--- config.mk ---
export PLATFORM = sky130hd
export DESIGN_NAME = rqp_client_end_flat
export DESIGN_NICKNAME = d
export VERILOG_FILES = /design/src/rtl/rqp_pkg.sv /design/src/rtl/rqp_if.sv /design/src/rtl/rqp_client_end.sv /design/src/flat_wrapper.sv
export SDC_FILE = /design/constraint.sdc
export NUM_CORES = 1
export LEC_CHECK = 0
export BUFFER_PORTS_ARGS = -buffer_cell sky130_fd_sc_hd__clkbuf_2
export CORE_MARGIN = 5
export CORE_UTILIZATION = 57
export CTS_CLUSTER_SIZE = 30
export DETAILED_ROUTE_END_ITERATION = 8
export GPL_TIMING_DRIVEN = 0
export PLACE_DENSITY = 0.83
export SLEW_MARGIN = 30
export SYNTH_ARGS = -nofsm -noshare
export SYNTH_HDL_FRONTEND = slang
export SYNTH_SLANG_ARGS = --single-unit
--- constraint.sdc ---
create_clock -name i_clk -period 15.36 [get_ports i_clk]
set_input_delay 1.536 -clock i_clk [delete_from_list [all_inputs] [get_ports i_clk]]
set_output_delay 1.536 -clock i_clk [all_outputs]
set_load 0.1 [all_outputs]
--- src/rtl/rqp_pkg.sv ---
// shared constants, types and helpers of the request stream port
package rqp_pkg;

    // ------------------------------------------------------------
    // widths
    // ------------------------------------------------------------
    localparam int DW_DEF   = 256;  // default request bus width
    localparam int DW_MIN   = 64;
    localparam int DW_MID   = 128;
    localparam int DW_MAX   = 256;
    localparam int DWORD_W  = 32;   // one keep bit per dword lane
    localparam int KEEP_W   = 8;    // keep bus sized for widest bus
    localparam int SEQ_W    = 4;
    localparam int TAG_W    = 6;
    localparam int LEN_W    = 11;   // packet length in dwords
    localparam int BUF_DEPTH = 2;

    // ------------------------------------------------------------
    // reset values and the all-lanes keep pattern
    // ------------------------------------------------------------
    localparam logic [TAG_W-1:0] TAG_RST = 6'h00;
    localparam logic [SEQ_W-1:0] SEQ_RST = 4'h0;
    localparam logic [KEEP_W-1:0] KEEP_ALL = 8'hff;

    // ------------------------------------------------------------
    // client sequencer states
    // ------------------------------------------------------------
    typedef enum logic [1:0] {
        ST_IDLE = 2'h1,
        ST_SEND = 2'h2
    } rqp_state_t;

    // lanes in use for a bus width; upper keep bits are don't-care
    function automatic logic [KEEP_W-1:0] rqp_lane_mask(input int dw);
        return KEEP_ALL >> (KEEP_W - dw / DWORD_W);
    endfunction : rqp_lane_mask

    // keep pattern for a beat with rem dwords left to send
    function automatic logic [KEEP_W-1:0] rqp_keep_for(
        input logic [LEN_W-1:0] rem,
        input int               dw
    );
        logic [15:0] ones;
        ones = 16'h0000;
        if (int'(rem) >= dw / DWORD_W) begin
            return rqp_lane_mask(dw);
        end
        ones = (16'h0001 << rem[3:0]) - 16'h0001;
        return ones[KEEP_W-1:0];
    endfunction : rqp_keep_for

endpackage : rqp_pkg

--- src/rtl/rqp_if.sv ---
// link between client end and core end of the request stream port
`timescale 1ns/10ps
interface rqp_if #(
    parameter int DW = rqp_pkg::DW_DEF
);
    logic [DW-1:0]                 req_stream_data;
    logic [rqp_pkg::KEEP_W-1:0]    req_stream_keep;
    logic                          req_stream_last;
    logic                          req_stream_valid;
    logic                          req_stream_ready;
    logic                          req_np;           // first beat: non-posted
    logic [rqp_pkg::SEQ_W-1:0]     req_seq_in;
    logic [rqp_pkg::SEQ_W-1:0]     req_seq_out;
    logic                          req_seq_out_valid;
    logic [rqp_pkg::TAG_W-1:0]     req_tag_out;
    logic                          req_tag_out_valid;

    // the documented core
    modport core (
        input  req_stream_data, req_stream_keep, req_stream_last,
        input  req_stream_valid, req_np, req_seq_in,
        output req_stream_ready, req_seq_out, req_seq_out_valid,
        output req_tag_out, req_tag_out_valid
    );

    // the requesting client
    modport client (
        output req_stream_data, req_stream_keep, req_stream_last,
        output req_stream_valid, req_np, req_seq_in,
        input  req_stream_ready, req_seq_out, req_seq_out_valid,
        input  req_tag_out, req_tag_out_valid
    );
endinterface : rqp_if

--- src/rtl/rqp_client_end.sv ---
// client end: frames commands into request packets and tracks tags
`timescale 1ns/10ps
module rqp_client_end #(
    parameter int DW = rqp_pkg::DW_DEF
) (
    input  wire logic                        i_clk,        // clock
    input  wire logic                        i_rst,        // async reset
    input  wire logic                        i_ce,         // clock enable
    input  wire logic                        i_cmd_valid,  // command offered
    output logic                             o_cmd_ready,  // command taken
    input  wire logic                        i_cmd_np,     // non-posted request
    input  wire logic [rqp_pkg::SEQ_W-1:0]   i_cmd_seq,    // sequence number
    input  wire logic [rqp_pkg::LEN_W-1:0]   i_cmd_len,    // dwords, 0 as 1
    input  wire logic [31:0]                 i_cmd_base,   // first dword value
    rqp_if.client                            rq,           // request link
    output logic                             o_seq_valid,  // sequence echoed
    output logic [rqp_pkg::SEQ_W-1:0]        o_seq,        // echoed number
    output logic                             o_tag_valid,  // tag received
    output logic [rqp_pkg::TAG_W-1:0]        o_tag,        // received tag
    input  wire logic                        i_cpl_valid,  // completion seen
    input  wire logic [rqp_pkg::TAG_W-1:0]   i_cpl_tag,    // its tag
    output logic                             o_cpl_hit,    // tag outstanding
    output logic                             o_cpl_miss    // tag unknown
);

    // ------------------------------------------------------------
    // parameter check
    // ------------------------------------------------------------
    if (DW != rqp_pkg::DW_MIN && DW != rqp_pkg::DW_MID
        && DW != rqp_pkg::DW_MAX) begin : g_bad_dw
        $error("rqp_client_end: DW must be 64, 128 or 256");
    end

    localparam int LW    = rqp_pkg::LEN_W;
    localparam int LANES = DW / rqp_pkg::DWORD_W;
    localparam logic [LW-1:0] LANES_L = LW'(LANES);
    localparam int NTAG  = 2 ** rqp_pkg::TAG_W;

    // one beat of the counting pattern: lane i holds word + i
    function automatic logic [DW-1:0] fill(input logic [31:0] word);
        logic [DW-1:0] d;
        d = '0;
        for (int i = 0; i < LANES; i++) begin
            d[i*32 +: 32] = word + 32'(i);
        end
        return d;
    endfunction : fill

    // ------------------------------------------------------------
    // sequencer state
    // ------------------------------------------------------------
    rqp_pkg::rqp_state_t    state;
    rqp_pkg::rqp_state_t    next_state;
    logic [LW-1:0]          rem;
    logic [31:0]            word;
    logic [NTAG-1:0]        tag_busy;

    wire          fire     = rq.req_stream_valid & rq.req_stream_ready;
    wire          cmd_take = i_cmd_valid & o_cmd_ready;
    wire [LW-1:0] len_eff  = (i_cmd_len == '0) ? LW'(1) : i_cmd_len;
    // the beat to load comes from the command or from the running count
    wire [LW-1:0] load_rem  = cmd_take ? len_eff : rem;
    wire [31:0]   load_word = cmd_take ? i_cmd_base : word;
    wire          load_last = (load_rem <= LANES_L);
    wire          load_beat = cmd_take | (fire & ~rq.req_stream_last);
    wire          done_beat = fire & rq.req_stream_last;

    assign o_cmd_ready = (state == rqp_pkg::ST_IDLE);

    // next state: one packet at a time, idle only after its last beat
    always_comb begin
        next_state = state;
        case (state)
            rqp_pkg::ST_IDLE: begin
                if (cmd_take) begin
                    next_state = rqp_pkg::ST_SEND;
                end
            end
            rqp_pkg::ST_SEND: begin
                if (done_beat) begin
                    next_state = rqp_pkg::ST_IDLE;
                end
            end
            default: begin
                next_state = rqp_pkg::ST_IDLE;
            end
        endcase
    end

    // state register
    always_ff @(posedge i_clk or posedge i_rst) begin
        if (i_rst) begin
            state <= rqp_pkg::ST_IDLE;
        end else if (i_ce) begin
            state <= next_state;
        end
    end

    // ------------------------------------------------------------
    // beat registers
    // ------------------------------------------------------------
    // valid rises with the first beat and falls only after the last one
    // is taken, so the core alone paces the packet
    always_ff @(posedge i_clk or posedge i_rst) begin
        if (i_rst) begin
            rq.req_stream_valid <= 1'h0;
        end else if (i_ce) begin
            if (load_beat) begin
                rq.req_stream_valid <= 1'h1;
            end else if (done_beat) begin
                rq.req_stream_valid <= 1'h0;
            end
        end
    end

    // data and qualifiers change only on a load, so a stall holds them
    always_ff @(posedge i_clk or posedge i_rst) begin
        if (i_rst) begin
            rq.req_stream_data <= '0;
            rq.req_stream_keep <= '0;
            rq.req_stream_last <= 1'h0;
            rem                <= '0;
            word               <= 32'h0000_0000;
        end else if (i_ce && load_beat) begin
            rq.req_stream_data <= fill(load_word);
            // full beats keep every lane in use, only a short tail is partial
            rq.req_stream_keep <= rqp_pkg::rqp_keep_for(load_rem, DW);
            rq.req_stream_last <= load_last;
            rem                <= load_rem - LANES_L;
            word               <= load_word + 32'(LANES);
        end
    end

    // packet-wide sideband, held for every beat of the packet
    always_ff @(posedge i_clk or posedge i_rst) begin
        if (i_rst) begin
            rq.req_np     <= 1'h0;
            rq.req_seq_in <= rqp_pkg::SEQ_RST;
        end else if (i_ce && cmd_take) begin
            rq.req_np     <= i_cmd_np;
            rq.req_seq_in <= i_cmd_seq;
        end
    end

    // ------------------------------------------------------------
    // sequence and tag capture
    // ------------------------------------------------------------
    // echoed numbers and tags are one-cycle pulses; catch them at once
    always_ff @(posedge i_clk or posedge i_rst) begin
        if (i_rst) begin
            o_seq_valid <= 1'h0;
            o_seq       <= rqp_pkg::SEQ_RST;
            o_tag_valid <= 1'h0;
            o_tag       <= rqp_pkg::TAG_RST;
        end else if (i_ce) begin
            o_seq_valid <= rq.req_seq_out_valid;
            o_tag_valid <= rq.req_tag_out_valid;
            if (rq.req_seq_out_valid) begin
                o_seq <= rq.req_seq_out;
            end
            if (rq.req_tag_out_valid) begin
                o_tag <= rq.req_tag_out;
            end
        end
    end

    // ------------------------------------------------------------
    // outstanding tag table
    // ------------------------------------------------------------
    wire             cpl_known = tag_busy[i_cpl_tag];
    wire [NTAG-1:0]  tag_set   =
        rq.req_tag_out_valid ? (NTAG'(1) << rq.req_tag_out) : '0;
    wire [NTAG-1:0]  tag_clr   =
        (i_cpl_valid & cpl_known) ? (NTAG'(1) << i_cpl_tag) : '0;

    // a tag granted in the cycle its old completion retires stays busy
    always_ff @(posedge i_clk or posedge i_rst) begin
        if (i_rst) begin
            tag_busy <= '0;
        end else if (i_ce) begin
            tag_busy <= (tag_busy & ~tag_clr) | tag_set;
        end
    end

    // completion lookup result, one cycle after the completion
    always_ff @(posedge i_clk or posedge i_rst) begin
        if (i_rst) begin
            o_cpl_hit  <= 1'h0;
            o_cpl_miss <= 1'h0;
        end else if (i_ce) begin
            o_cpl_hit  <= i_cpl_valid & cpl_known;
            o_cpl_miss <= i_cpl_valid & ~cpl_known;
        end
    end

endmodule : rqp_client_end

--- src/flat_wrapper.sv ---
// flat-port wrapper written by rule: the top's interface ports become plain ports
module rqp_client_end_flat 
#(
    parameter int DW = rqp_pkg::DW_DEF
)
  (i_clk, i_rst, i_ce, i_cmd_valid, o_cmd_ready, i_cmd_np, i_cmd_seq, i_cmd_len, i_cmd_base, o_seq_valid, o_seq, o_tag_valid, o_tag, i_cpl_valid, i_cpl_tag, o_cpl_hit, o_cpl_miss, rq_req_stream_data, rq_req_stream_keep, rq_req_stream_last, rq_req_stream_valid, rq_req_np, rq_req_seq_in, rq_req_stream_ready, rq_req_seq_out, rq_req_seq_out_valid, rq_req_tag_out, rq_req_tag_out_valid);
  rqp_if #(.DW(DW)) rq_i ();
  input  wire logic i_clk;
  input  wire logic i_rst;
  input  wire logic i_ce;
  input  wire logic i_cmd_valid;
  output logic o_cmd_ready;
  input  wire logic i_cmd_np;
  input  wire logic [rqp_pkg::SEQ_W-1:0] i_cmd_seq;
  input  wire logic [rqp_pkg::LEN_W-1:0] i_cmd_len;
  input  wire logic [31:0] i_cmd_base;
  output logic o_seq_valid;
  output logic [rqp_pkg::SEQ_W-1:0] o_seq;
  output logic o_tag_valid;
  output logic [rqp_pkg::TAG_W-1:0] o_tag;
  input  wire logic i_cpl_valid;
  input  wire logic [rqp_pkg::TAG_W-1:0] i_cpl_tag;
  output logic o_cpl_hit;
  output logic o_cpl_miss;
  output wire logic [$bits(rq_i.req_stream_data)-1:0] rq_req_stream_data;
  output wire logic [$bits(rq_i.req_stream_keep)-1:0] rq_req_stream_keep;
  output wire logic [$bits(rq_i.req_stream_last)-1:0] rq_req_stream_last;
  output wire logic [$bits(rq_i.req_stream_valid)-1:0] rq_req_stream_valid;
  output wire logic [$bits(rq_i.req_np)-1:0] rq_req_np;
  output wire logic [$bits(rq_i.req_seq_in)-1:0] rq_req_seq_in;
  input wire logic [$bits(rq_i.req_stream_ready)-1:0] rq_req_stream_ready;
  input wire logic [$bits(rq_i.req_seq_out)-1:0] rq_req_seq_out;
  input wire logic [$bits(rq_i.req_seq_out_valid)-1:0] rq_req_seq_out_valid;
  input wire logic [$bits(rq_i.req_tag_out)-1:0] rq_req_tag_out;
  input wire logic [$bits(rq_i.req_tag_out_valid)-1:0] rq_req_tag_out_valid;
  assign rq_req_stream_data = rq_i.req_stream_data;
  assign rq_req_stream_keep = rq_i.req_stream_keep;
  assign rq_req_stream_last = rq_i.req_stream_last;
  assign rq_req_stream_valid = rq_i.req_stream_valid;
  assign rq_req_np = rq_i.req_np;
  assign rq_req_seq_in = rq_i.req_seq_in;
  assign rq_i.req_stream_ready = rq_req_stream_ready;
  assign rq_i.req_seq_out = rq_req_seq_out;
  assign rq_i.req_seq_out_valid = rq_req_seq_out_valid;
  assign rq_i.req_tag_out = rq_req_tag_out;
  assign rq_i.req_tag_out_valid = rq_req_tag_out_valid;
  rqp_client_end #(.DW(DW)) u_core (.i_clk(i_clk), .i_rst(i_rst), .i_ce(i_ce), .i_cmd_valid(i_cmd_valid), .o_cmd_ready(o_cmd_ready), .i_cmd_np(i_cmd_np), .i_cmd_seq(i_cmd_seq), .i_cmd_len(i_cmd_len), .i_cmd_base(i_cmd_base), .rq(rq_i), .o_seq_valid(o_seq_valid), .o_seq(o_seq), .o_tag_valid(o_tag_valid), .o_tag(o_tag), .i_cpl_valid(i_cpl_valid), .i_cpl_tag(i_cpl_tag), .o_cpl_hit(o_cpl_hit), .o_cpl_miss(o_cpl_miss));
endmodule
==> impl_metrics.tcl <==
set metrics [dict create \
    io_buffers 354 \
    slowest_delay_ns 0.70 \
    cp_max_fo 12 \
    synth_seq_cells 381 \
    r2r-start "u_core.state[0]" \
    antenna_found_initial 9 \
    pre_cts_ws_ns 9.02 \
    max-cap-violations 0 \
    synth-async-reset-ratio_pct 100 \
    overflow 0 \
    finalSetupViolCount 0 \
    clock-sinks 381 \
    wl_per_cell_um 26.9 \
    grt_setup_unrepaired "false" \
    postCtsSetupRepairBufs 0 \
    cts_buffers 41 \
    dr.pass1.iters 6 \
    hold_depth 2 \
    root_buffer "clkbuf_16" \
    synth_cell_type_count 66 \
    slew_headroom_pct 23.4 \
    grt_pass1_wl_um 120000 \
    vias 19700 \
    fillers 2738 \
    drive_above_1_share_pct 21.1 \
    syn-mean-instance-area_um2 9.29 \
    fin_util_pct 68.9 \
    grt_pass1_vias 19400 \
    regToRegSetupSlack_ns 9.57 \
    synth_area_um2 19700 \
    gp_congestion 1.01 \
    r2r_end "u_core.rq.req_stream_data[89]" \
    num_rows 68 \
    start_util_pct 57.4 \
    fin_worst_skew_ns 0.0180 \
    cp.arrival_ns 6.69 \
    synth_cells 2124 \
    final-seq-area_um2 9540 \
    hp-class "flip-flop to flip-flop" \
    critPathLaunchType "primary input" \
    synth_edf_count 0 \
    period_share_pct 40.9 \
    hold_viol_final 0 \
    synth_seq_area_share_pct 48.3 \
    min_to "u_core.rq.req_stream_data[46]" \
    grt_max_degree 97 \
    layout_commonest_cell "dfrtp_1" \
    dominantRegCellSynth "dfrtp_1" \
    hold_start "u_core.rq.req_stream_data[46]" \
    dp_hpwl_um 59800 \
    final-max-slew-violation-count 0 \
    final_antenna_net_count 0 \
    viasPerCell 6.54 \
    end_kind "flip-flop" \
    timing.final.ws_setup_ns 9.07 \
    setup.worst_path.class "primary input to flip-flop" \
    r2r_cells 13 \
    path_clk_slew_ns 0.06 \
    io_pins 358 \
    crit_slowest_cell "clkinv_1" \
    cts_buffer_depth 3 \
    status "finished clean" \
    ctsResizeCount 0 \
    core_area_um2 34400 \
    tightest_slew_ns 1.14 \
    dieHeight_um 196 \
    drtIter0Drc 2232 \
    path_cells "clkbuf_2, and3b_1, buf_2, buf_2, mux2_2, clkbuf_1, ha_1, clkbuf_1, clkinv_1, nor2_1, o221ai_1, nor3_1, xor2_1, o21ai_0" \
    grt_usage_pct 41.2 \
    fmax_mhz 159 \
    fin_crit_ns 6.29 \
    layout_common_cells "dfrtp_1 (380), nand2_1 (379), clkbuf_2 (356), o21ai_0 (327), nor2_1 (146)" \
    die_x_um 196 \
    cts-hold-fix-buffers 0 \
    die_area_um2 38400 \
    drc 0 \
    syn2layout_area_growth_pct 20.1 \
    yosysWarnings 0 \
    wirelength_um 81300 \
    multi_input_area_um2 9590 \
    syn-num-nets 2208 \
    clk_latency_ns 0.56 \
    fin_nets 2612 \
    cp.required_ns 15.76 \
    cts_tree "yes" \
    htreeDepth 2 \
]
==> worst max-delay path: cells and delay by family <==
kind,cells,cell delay [ns]
adder cells (fa/ha/maj),1,0.27
AO/OA/AOI/OAI,2,0.52
multiplexers,1,0.28
XOR/XNOR,1,0.19
buffers and inverters,6,2.58
AND/OR/NAND/NOR,3,1.28
==> per-layer routing <==
layer | up-vias | track usage, % | wire [um] | part of all wire [%]
met4 | 2 | 23.7 | 5460 | 6.7
met5 | - | 0 | 13 | 0.016
li1 | 8280 | - | - | -
met3 | 346 | 9.00 | 9120 | 11
met2 | 1496 | 63.4 | 36600 | 45
met1 | 9613 | 54.1 | 30100 | 37
==> synthesized netlist by cell type, types with 22 or more instances <==
master    instances  area (um^2)
a21oi_1          30          150
clkbuf_1        102          383
dfrtp_1         380         9510
mux2i_1          43          430
nand2_1         379         1420
nand3_1          39          195
nand4_1          22          138
nor2_1          147          552
nor3_1           55          275
o21ai_0         327         1640
o31ai_1          45          338
xnor2_1          66          578
xor2_1          111          972
==> per-stage QoR <==
step / area (um^2) / setup TNS (ns) / std cells / hold slack, ns
finish: 23700 / 0 / 3017 / 0.484
global placement: 22100 / -223.21 / 2933 / 0.459
detailed placement: 22300 / 0 / 2939 / 0.468
CTS: 23600 / 0 / 3008 / 0.483
floorplan: 19700 / 0 / 2124 / 0.446
global route: 23700 / 0 / 3015 / 0.505
==> flip-flops by register name (all words and copies together), names as in the netlist, 2 cells and up <==
signal	cells
u_core.o_seq	4
u_core.rq.req_stream_keep	8
u_core.state	2
u_core.o_tag	6
u_core.word	32
u_core.rem	11
u_core.rq.req_seq_in	4
u_core.tag_busy	64
u_core.rq.req_stream_data	243
==> area by class of cell <==
class | instances | share of cell area, %
Tap cell | 455 | 2.40
Multi-Input combinational cell | 1575 | 40.5
Inverter | 16 | 0.285
Sequential cell | 381 | 40.3
Clock buffer | 59 | 5.00
Timing Repair Buffer | 361 | 8.03
Clock inverter | 10 | 0.671
Antenna cell | 8 | 0.0845
Buffer | 152 | 2.78
==> worst max path at each step <==
stage | from | end | cells past startpoint
after floorplan | i_rst | u_core.o_cpl_hit | 1
after global placement | i_rst | u_core.rq.req_stream_data[110] | 2
after detailed placement | i_cmd_valid | u_core.rq.req_stream_data[89] | 14
after CTS | i_cmd_valid | u_core.rq.req_stream_data[89] | 14
after global routing | i_cmd_valid | u_core.rq.req_stream_data[89] | 14
final | i_cmd_valid | u_core.rq.req_stream_data[89] | 14
==> kinds of logic after synthesis <==
kind of cell,share of synthesized area [%]
and+or+nand+nor,17.3
AOI/OAI and AO/OA,16.3
DFF,48.3
xor gates and xnor gates,7.86
buffers and inverters,3.64
muxes,5.85
adders and majority gates,0.761
Power is not shown: default switching activity piles up to over one toggle a cycle in this logic, so the estimate is an artifact.
